`src/include/bsm_pkg.sv`:
```
// Package for the boot shadow memory map block.
// Assumes an 8-bit MCU core with a 16-bit code and data address space,
// and an APB master reaching the two control registers.
package bsm_pkg;

  // Register byte addresses on the APB side.
  localparam logic [11:0] BSM_SHADOW_CFG_ADDR = 12'h000;
  localparam logic [11:0] BSM_USB_CTRL_ADDR = 12'h004;

  // Field positions inside the shadow configuration register.
  localparam int BSM_SHADOW_BIT = 0;
  localparam int BSM_REV_LSB = 1;
  localparam int BSM_SIZE_LSB = 5;
  localparam int BSM_TYPE_BIT = 7;

  // Field position of the attach bit in the USB control register.
  localparam int BSM_ATTACH_BIT = 7;

  // Values after reset.
  localparam logic BSM_SHADOW_RESET = 1'h0;
  localparam logic BSM_ATTACH_RESET = 1'h0;

  // Fixed build straps. The revision value is arbitrary.
  localparam logic [3:0] BSM_REVISION = 4'h1;
  localparam logic [1:0] BSM_CODE_SIZE = 2'h2;
  localparam logic BSM_CODE_TYPE = 1'h1;

  // Code space windows.
  localparam logic [15:0] BSM_ROM_LO_BASE = 16'h0000;
  localparam logic [15:0] BSM_ROM_LO_LAST = 16'h17ff;
  localparam logic [15:0] BSM_ROM_HI_BASE = 16'h8000;
  localparam logic [15:0] BSM_ROM_HI_LAST = 16'h97ff;
  localparam logic [15:0] BSM_RAM_BASE = 16'h0000;
  localparam logic [15:0] BSM_RAM_LAST = 16'h3fff;

  // Data space windows.
  localparam logic [15:0] BSM_IO_BASE = 16'hf800;
  localparam logic [15:0] BSM_IO_LAST = 16'hffff;
  localparam logic [15:0] BSM_SCRATCH_LAST = 16'h00ff;

  // Address the core fetches from after reset.
  localparam logic [15:0] BSM_RESET_VECTOR = 16'h0000;

  // Target selected by a decode.
  typedef enum logic [2:0] {
    BSM_TGT_NONE = 3'b000,
    BSM_TGT_ROM = 3'b001,
    BSM_TGT_RAM = 3'b010,
    BSM_TGT_IO = 3'b011,
    BSM_TGT_SCRATCH = 3'b100
  } bsm_target_t;

endpackage : bsm_pkg

```
`src/verilog/bsm_decode.sv`:
```
// Combinational address decoder for code, data and scratch spaces.
// Assumes the shadow select level comes from a register on the same clock.
`timescale 1ns/1ns
module bsm_decode
  import bsm_pkg::*;
(
  // Map control.
  input wire logic shadow_in,
  // Code fetch address.
  input wire logic [15:0] code_addr_in,
  // External data address and write strobe.
  input wire logic [15:0] data_addr_in,
  input wire logic data_wr_in,
  // Internal data address, eight bits.
  input wire logic [7:0] idata_addr_in,
  // Decoded targets.
  output bsm_target_t code_tgt_out,
  output bsm_target_t data_tgt_out,
  output bsm_target_t idata_tgt_out,
  output logic [15:0] code_off_out,
  output logic data_wr_ok_out
);

  // Code space decode; low space depends on the shadow select.
  always_comb begin
    code_tgt_out = BSM_TGT_NONE;
    code_off_out = code_addr_in;
    if (code_addr_in >= BSM_ROM_HI_BASE && code_addr_in <= BSM_ROM_HI_LAST) begin
      code_tgt_out = BSM_TGT_ROM;
      code_off_out = code_addr_in - BSM_ROM_HI_BASE;
    end else if (!shadow_in && code_addr_in <= BSM_ROM_LO_LAST) begin
      code_tgt_out = BSM_TGT_ROM;
    end else if (shadow_in && code_addr_in <= BSM_RAM_LAST) begin
      code_tgt_out = BSM_TGT_RAM;
    end
  end

  // Data space decode; the RAM leaves data space once shadowed.
  always_comb begin
    data_tgt_out = BSM_TGT_NONE;
    if (data_addr_in >= BSM_IO_BASE) begin
      data_tgt_out = BSM_TGT_IO;
    end else if (!shadow_in && data_addr_in <= BSM_RAM_LAST) begin
      data_tgt_out = BSM_TGT_RAM;
    end
  end

  // Writes reach RAM only in boot mode, since code space has no write path.
  assign data_wr_ok_out = data_wr_in && (data_tgt_out == BSM_TGT_RAM) && !shadow_in;

  // Internal scratch space is always its own target.
  assign idata_tgt_out = BSM_TGT_SCRATCH;

endmodule : bsm_decode

```
`src/verilog/bsm_map.sv`:
```
// Boot shadow memory map: decode, shadow control and attach control.
// Assumes an APB master on mclk_in and an MCU core on the same clock.
//
// Notes on behaviour
// - Shadow clear: ROM low and at 8000.
// - Shadow clear: RAM read/write in data space.
// - F800 to FFFF always decodes to I/O.
// - Shadow set: ROM only at 8000.
// - Shadow set: RAM is code at 0000.
// - Shadow set: all RAM writes blocked.
// - Shadow bit set-only, cleared by reset.
// - Bits 4..1 read fixed revision.
// - Bits 6..5 read fixed code size.
// - Bit 7 reads fixed code memory type.
// - Reset clears shadow and attach.
// - First fetch at 0000 hits ROM.
// - Firmware loads RAM from EEPROM or USB.
// - Setting shadow moves 0000 to RAM.
// - Attach allowed only after map switch.
// - Scratch RAM at internal 00 to FF.
`timescale 1ns/1ns
module bsm_map
  import bsm_pkg::*;
(
  // Clock and reset.
  input wire logic mclk_in,
  input wire logic rst_in,
  // APB slave.
  input wire logic psel_in,
  input wire logic penable_in,
  input wire logic pwrite_in,
  input wire logic [11:0] paddr_in,
  input wire logic [31:0] pwdata_in,
  output logic [31:0] prdata_out,
  output logic pready_out,
  output logic pslverr_out,
  // MCU code fetch side.
  input wire logic [15:0] code_addr_in,
  output logic code_rom_sel_out,
  output logic code_ram_sel_out,
  output logic [15:0] code_off_out,
  // MCU external data side.
  input wire logic [15:0] data_addr_in,
  input wire logic data_wr_in,
  output logic data_ram_sel_out,
  output logic data_ram_wr_out,
  output logic data_io_sel_out,
  // MCU internal data side.
  input wire logic [7:0] idata_addr_in,
  output logic scratch_sel_out,
  // Map and link status.
  output logic shadow_select_out,
  output logic usb_attach_out
);

  // All state of the block.
  typedef struct packed {
    logic shadow;
    logic attach;
    logic [31:0] rdata;
  } bsm_state_t;

  bsm_state_t st_r; // Registered state.
  bsm_state_t st_nxt; // Next state.

  bsm_target_t code_tgt; // Code decode result.
  bsm_target_t data_tgt; // Data decode result.
  bsm_target_t idata_tgt; // Internal data decode result.
  logic wr_ok; // Data write permitted into RAM.
  logic acc; // APB access phase.
  logic [7:0] cfg_rd; // Shadow configuration read image.
  logic [7:0] usb_rd; // USB control read image.

  // Address decoder shared by all three spaces.
  bsm_decode u_decode (
    .shadow_in(st_r.shadow),
    .code_addr_in(code_addr_in),
    .data_addr_in(data_addr_in),
    .data_wr_in(data_wr_in),
    .idata_addr_in(idata_addr_in),
    .code_tgt_out(code_tgt),
    .data_tgt_out(data_tgt),
    .idata_tgt_out(idata_tgt),
    .code_off_out(code_off_out),
    .data_wr_ok_out(wr_ok)
  );

  // The slave answers in the first access cycle, so no wait states.
  assign acc = psel_in && penable_in;
  assign pready_out = 1'b1;

  // Read images; the build fields are wired constants that reset never touches.
  always_comb begin
    cfg_rd = 8'h00;
    cfg_rd[BSM_SHADOW_BIT] = st_r.shadow;
    cfg_rd[BSM_REV_LSB +: 4] = BSM_REVISION;
    cfg_rd[BSM_SIZE_LSB +: 2] = BSM_CODE_SIZE;
    cfg_rd[BSM_TYPE_BIT] = BSM_CODE_TYPE;
    usb_rd = 8'h00;
    usb_rd[BSM_ATTACH_BIT] = st_r.attach;
  end

  // Unmapped addresses report an error rather than silently completing.
  assign pslverr_out = acc && (paddr_in != BSM_SHADOW_CFG_ADDR) &&
                       (paddr_in != BSM_USB_CTRL_ADDR);

  // Next-state logic for the control bits and the read data register.
  always_comb begin
    st_nxt = st_r;
    // Read data is captured during setup so it stands through the access.
    if (psel_in && !penable_in && !pwrite_in) begin
      if (paddr_in == BSM_SHADOW_CFG_ADDR) begin
        st_nxt.rdata = {24'h00_0000, cfg_rd};
      end else if (paddr_in == BSM_USB_CTRL_ADDR) begin
        st_nxt.rdata = {24'h00_0000, usb_rd};
      end else begin
        st_nxt.rdata = 32'h0000_0000;
      end
    end
    if (acc && pwrite_in) begin
      // A write of one sets the shadow bit; a write of zero is ignored.
      if (paddr_in == BSM_SHADOW_CFG_ADDR && pwdata_in[BSM_SHADOW_BIT]) begin
        st_nxt.shadow = 1'b1;
      end
      // Attach is held off until the map has switched, so the host never
      // enumerates a device still running from boot ROM.
      if (paddr_in == BSM_USB_CTRL_ADDR) begin
        st_nxt.attach = pwdata_in[BSM_ATTACH_BIT] && (st_r.shadow || st_r.attach);
      end
    end
    if (rst_in) begin
      st_nxt.shadow = BSM_SHADOW_RESET;
      st_nxt.attach = BSM_ATTACH_RESET;
      st_nxt.rdata = 32'h0000_0000;
    end
  end

  // State register.
  always_ff @(posedge mclk_in) begin
    st_r <= st_nxt;
  end

  assign prdata_out = st_r.rdata;

  // Code selects; after reset 0000 lands in ROM because shadow is clear.
  assign code_rom_sel_out = (code_tgt == BSM_TGT_ROM);
  assign code_ram_sel_out = (code_tgt == BSM_TGT_RAM);

  // Data selects; firmware's EEPROM or USB load goes through these.
  assign data_ram_sel_out = (data_tgt == BSM_TGT_RAM);
  assign data_ram_wr_out = wr_ok;
  assign data_io_sel_out = (data_tgt == BSM_TGT_IO);
  assign scratch_sel_out = (idata_tgt == BSM_TGT_SCRATCH) &&
                           ({8'h00, idata_addr_in} <= BSM_SCRATCH_LAST);

  assign shadow_select_out = st_r.shadow;
  assign usb_attach_out = st_r.attach;

endmodule : bsm_map

```
`config.mk`:
```
export PLATFORM = sky130hd
export DESIGN_NAME = bsm_map
export DESIGN_NICKNAME = d
export VERILOG_FILES = /design/src/include/bsm_pkg.sv /design/src/verilog/bsm_decode.sv /design/src/verilog/bsm_map.sv
export SDC_FILE = /design/constraint.sdc
export NUM_CORES = 1
export LEC_CHECK = 0
export ABC_AREA = 1
export BUFFER_PORTS_ARGS = -buffer_cell sky130_fd_sc_hd__buf_2
export CORE_MARGIN = 2
export CORE_UTILIZATION = 27
export CTS_CLUSTER_SIZE = 28
export DETAILED_ROUTE_END_ITERATION = 10
export GPL_TIMING_DRIVEN = 0
export PLACE_DENSITY = 0.81
export SLEW_MARGIN = 20
export SYNTH_ARGS = -nofsm -noshare
export SYNTH_HDL_FRONTEND = slang
export SYNTH_HIERARCHICAL = 1
export SYNTH_SLANG_ARGS = --single-unit
```
`constraint.sdc`:
```
create_clock -name mclk_in -period 1.15 [get_ports mclk_in]
set_clock_uncertainty 0.05 [all_clocks]
set_input_delay 0.1725 -clock mclk_in [delete_from_list [all_inputs] [get_ports mclk_in]]
set_output_delay 0.1725 -clock mclk_in [all_outputs]
set_load 0.01 [all_outputs]
```
Word-level counts from Yosys, hierarchy flattened:

Index checks and enable logic that the tools add are counted.

* word-level logic and storage cells: 46
* register bits: 34
* output and inout bits: 58

* reductions and logical operators: 22
* mux-type cells: 8
* add/sub/neg operators: 1
* equal/unequal tests: 6
* $lt $le $gt $ge: 6

Operators by type and width (number)
* >= comparator 16 bit (second input constant): 2
* <= comparator 16 x 14 -> 1 bit (second input constant): 2
* <= comparator 16 x 13 -> 1 bit (second input constant): 1
* <= comparator 16 bit (second input constant): 1
* two-way mux 16 bit: 1
* two-way mux 8 bit: 2
* subtractor 16 bit (second input constant): 1
* logical AND 1 bit: 14
* equality test 12 x 3 -> 1 bit (second input constant): 1
* logical NOT 12 bit: 1
* inequality test 12 x 3 -> 1 bit (second input constant): 1
* nonzero test 12 bit: 1
* equality test 3 x 2 -> 1 bit (second input constant): 3
* two-way mux 3 bit: 3
* two-way mux 2 bit: 2
* AND reduction 2 bit: 2
* equality test 3 x 1 -> 1 bit (second input constant): 1
* logical NOT 1 bit: 3
* logical OR 1 bit: 1

Longest topological paths before layout:

* depth after elaboration: 7
* depth in mapped cells: 7
* gate-level depth less buffers: 7

By module:

Netlist, hierarchy kept.

Modules (own cells, without submodules)
* bsm_map: cells an instance 90, area each 589.3 um^2, seq. area each 100.1 um^2, instances 1
* bsm_decode: cells an instance 46, area each 262.8 um^2, seq. area each 0.0 um^2, instances 1

Worst setup path before layout:

No wires, ideal clock.

* path type: reg-to-output
* start point: register st_r, in the netlist shadow_select_out
* end point: output code_ram_sel_out
* stages on the path, launching flop included: 5
* data required time: 0.928 ns
* path slack: -0.001 ns
* arrival: 0.929 ns
* cells stage by stage: dfxtp_1 inv_1 nand3_1 nand2_1 nor3_1

* word-level cells in the longest chain between the ends: 5
* elaborated cells on any way between the ends: 7

Ends and longest elaborated chain
* from (decl): line bsm_map.sv:63 `bsm_state_t st_r;`
* from (signal assigned): line bsm_map.sv:140 `st_r <= st_nxt;`
* logical NOT 1 bit: line bsm_decode.sv:31 `end else if (!shadow_in && code_addr_in <= BSM_ROM_LO_LAST) begin`
* logical AND 1 bit: line bsm_decode.sv:31
* two-way mux 3 bit: line bsm_decode.sv:31
* two-way mux 3 bit: line bsm_decode.sv:28 `if (code_addr_in >= BSM_ROM_HI_BASE && code_addr_in <= BSM_ROM_HI_LAST) begin`
* via code_tgt[0]: line bsm_map.sv:66 `bsm_target_t code_tgt;`
* equality test 3 x 2 -> 1 bit: line bsm_map.sv:147 `assign code_ram_sel_out = (code_tgt == BSM_TGT_RAM);`
* to (decl): line bsm_map.sv:40 `output logic code_ram_sel_out,`

The timed path passes the listed nets, and every way through them passes these cells.

Worst setup path after layout:

* start point: register st_r, in the netlist shadow_select_out
* end point: output data_ram_sel_out

* word-level cells in the longest chain between the ends: 5

Ends and longest elaborated chain
* logical NOT 1 bit: line bsm_decode.sv:43 `end else if (!shadow_in && data_addr_in <= BSM_RAM_LAST) begin`
* logical AND 1 bit: line bsm_decode.sv:43
* two-way mux 2 bit: line bsm_decode.sv:43
* two-way mux 3 bit: line bsm_decode.sv:41 `if (data_addr_in >= BSM_IO_BASE) begin`
* via data_tgt[1]: line bsm_map.sv:67 `bsm_target_t data_tgt;`
* equality test 3 x 2 -> 1 bit: line bsm_map.sv:150 `assign data_ram_sel_out = (data_tgt == BSM_TGT_RAM);`
* to (decl): line bsm_map.sv:45 `output logic data_ram_sel_out,`

The timed path passes the listed nets, and every way through them passes these cells.

==> results.toml <==
[power_and_ir_drop]
finalPower_mw = 0.715
p_per_area_nw_per_um2 = 515
power_leakage_nw = 0.880
ir_drop_v = 0.000600

[cts]
tritoncts = "built"
htree_levels = 1
path_clk_slew_ns = 0.04
clock_path_buffers = 2
ctsHoldBuffers = 0
cts.sinks = 5
cts_root_buf = "clkbuf_4"
clk_latency_ns = 0.24
cts_buffers = 3

[outcome]
status = "complete, but fails checks"
violations = "negative setup slack"

[grt]
grt_pass1_vias = 712
grt_pass1_wl_um = 2680
top_usage_layer = "met2"
grt_max_degree = 6
gr-usage-met2_pct = 19.1
grt_use_met3_pct = 3.68
grtUsageMet1_pct = 9.22
overflow = 0
grt.total_usage_pct = 9.76
antenna_found_initial = 0

[layout]
final_nets = 321
diodes = 0
fillers = 310
layout-drive-gt1-share_pct = 55.7
instances_no_fill = 274
syn_to_final_growth_pct = 62.8

[worst_setup_path]
cp.arrival_ns = 1.08
worstReg2RegStart = "shadow_select_out"
path_class = "flop to output port"
critical_path.endpoint_type = "output port"
r2r-end = "usb_attach_out"
slowest_delay_ns = 0.34
worstPathRequired_ns = 0.93
reg2reg_slack_ns = 0.20
slowest_stage = "dfxtp_4"
cp_cell_sequence = "inv_4, nand2_4, nand2_2, nor3b_2, buf_2"
start_kind = "flop"
worstRegToRegCells = 4
crit_fanout = 3

[synth]
synth_common_cells = "50 x buf_4, 17 x nand2_1, 16 x inv_1, 16 x nor2_1, 6 x nand3_1"
ys.warnings.count = 6
synth_most_common_cell = "buf_4"
async_flop_share_pct = 0
syn_area_per_cell_um2 = 6.27
synth.top_cell.area_share_pct = 44.1
synth-seq-area-share_pct = 11.7
synthCells = 136
synth_seq_cells = 5
synth-main-ff-cell = "dfxtp_1"
synth_cell_types = 19
syn_area_um2 = 852
synth_edf_count = 0
yosysTopAreaCell = "buf_4"
synth_area_leaders = "buf_4 44%, dfxtp_1 12%, nand2_1 7.5%, inv_1 7.0%, nor2_1 7.0%"

[sta]
finalCriticalPeriod_ns = 1.30
post-route-period-util_pct = 113
setup_viol = 4
timing.final.max_slew_violations = 0
tns_ns = -0.490
finalHoldViolations = 0
rsz0062_at_grt = "true"
fmax_mhz = 768
worst_slack_ns = -0.152
hold_ws_ns = 0.0903

[route]
wirelength_um = 1930
drc_errors = 0
via_per_inst = 3.53
drtAntennaViolNets = 0
first_pass_iters = 4
wl_per_cell_um = 7.06
vias = 968
drtIter0Drc = 16

[min_path]
hp-class = "input port to flop"
holdPathStages = 2
hold-path-endpoint = "shadow_select_out"
hp-start = "rst_in"

[job]
maxCapViolations = 0

[placed_design]
dp_hpwl_um = 1710
place.gp.congestion = 0.672
dp.cells = 267
port_buffers = 57

[die]
ios = 148
die_height_um = 60.2
fp.dieW_um = 60.2
num_rows = 20
placeableCoreArea_um2 = 3030
die_area_um2 = 3620
start_util_pct = 28.1
-- cell usage in the layout (no fill, tap or decap), drive strengths merged --
| master | netlist | routed |
|---|---|---|
| nor3b | 2 | 2 |
| nand3 | 8 | 8 |
| nand4 | 3 | 3 |
| nor2 | 21 | 21 |
| nor3 | 1 | 1 |
| a21oi | 4 | 4 |
| inv | 16 | 16 |
| conb | 4 | 34 |
| dfxtp | 5 | 5 |
| nand3b | 1 | 1 |
| nand2 | 17 | 17 |
| o21ai | 1 | 1 |
| buf | 50 | 110 |
| and3 | 1 | 1 |
| clkbuf | 0 | 4 |
| a31oi | 1 | 1 |
| o21a | 1 | 1 |
-- cell families after synthesis --
logic type	Yosys count	share of synthesized area, %
other	4	1.76
buffers and inverters	66	51.1
AND/OR/NAND/NOR	54	30.8
AO/OA/AOI/OAI	7	4.55
flip-flops	5	11.7
-- routing by layer --
layer	vias to the layer above	share of wire [%]	routed length (um)
met2	59	51	988
met4	0	0.41	8
li1	519	-	-
met5	-	0	0
met1	388	36	704
met3	2	12	234
-- stage by stage --
| step | setup slack, ns | instance area, um2 | utilization [%] |
|---|---|---|---|
| 6_report | -0.152 | 1390 | 45.8 |
| 5_1_grt | -0.224 | 1390 | 45.8 |
| 4_1_cts | -0.158 | 1370 | 45.2 |
| 3_5_place_dp | -0.0840 | 1310 | 43.3 |
| 3_3_place_gp | -0.0541 | 1310 | 43.3 |
| 2_1_floorplan | 0.0353 | 970 | - |
-- worst max-delay path, delay by kind of cell (launching register included) --
| family | cells | cell delay (ns) |
|---|---|---|
| buf+inv | 2 | 0.22 |
| flops | 1 | 0.34 |
| simple gates | 3 | 0.27 |
-- cell type report --
class / instances / area (um2) / area share (%)
clock buffer: 4 / 26.3 / 1.89
tap: 44 / 55.1 / 3.97
multi-input combinational: 95 / 457 / 32.9
timing repair buffer: 60 / 308 / 22.2
inverter: 16 / 62.6 / 4.51
buffer: 50 / 375 / 27.1
sequential: 5 / 104 / 7.48
-- sequential cells by signal (all words and copies together), names as in the netlist --
| register | count |
|---|---|
| shadow_select_out | 1 |
| usb_attach_out | 1 |
| prdata_out | 3 |
-- report_power, final --
group / switching (mW) / internal [mW]
sequential: 0.00000289 / 0.172
combinational: 0.156 / 0.187
clock: 0.0690 / 0.131
total: 0.225 / 0.489
-- how the worst max path moves through the flow --
stage,slack (ns),from,depth (start not counted),to
6_report,-0.15,shadow_select_out,5,data_ram_sel_out
3_3_place_gp,-0.05,code_addr_in[14],9,code_rom_sel_out
2_1_floorplan,0.04,shadow_select_out,4,data_ram_sel_out
4_1_cts,-0.16,shadow_select_out,5,data_ram_sel_out
3_5_place_dp,-0.08,code_addr_in[14],9,code_rom_sel_out
5_1_grt,-0.22,shadow_select_out,6,code_rom_sel_out
-- timing repair --
item,4_1_cts,5_1_grt
buffers inserted,1,2
pin swaps,8,3
resized for setup,9,1
setup endpoints to repair,5,6
Note: power is estimated with default switching activity, not from simulation.
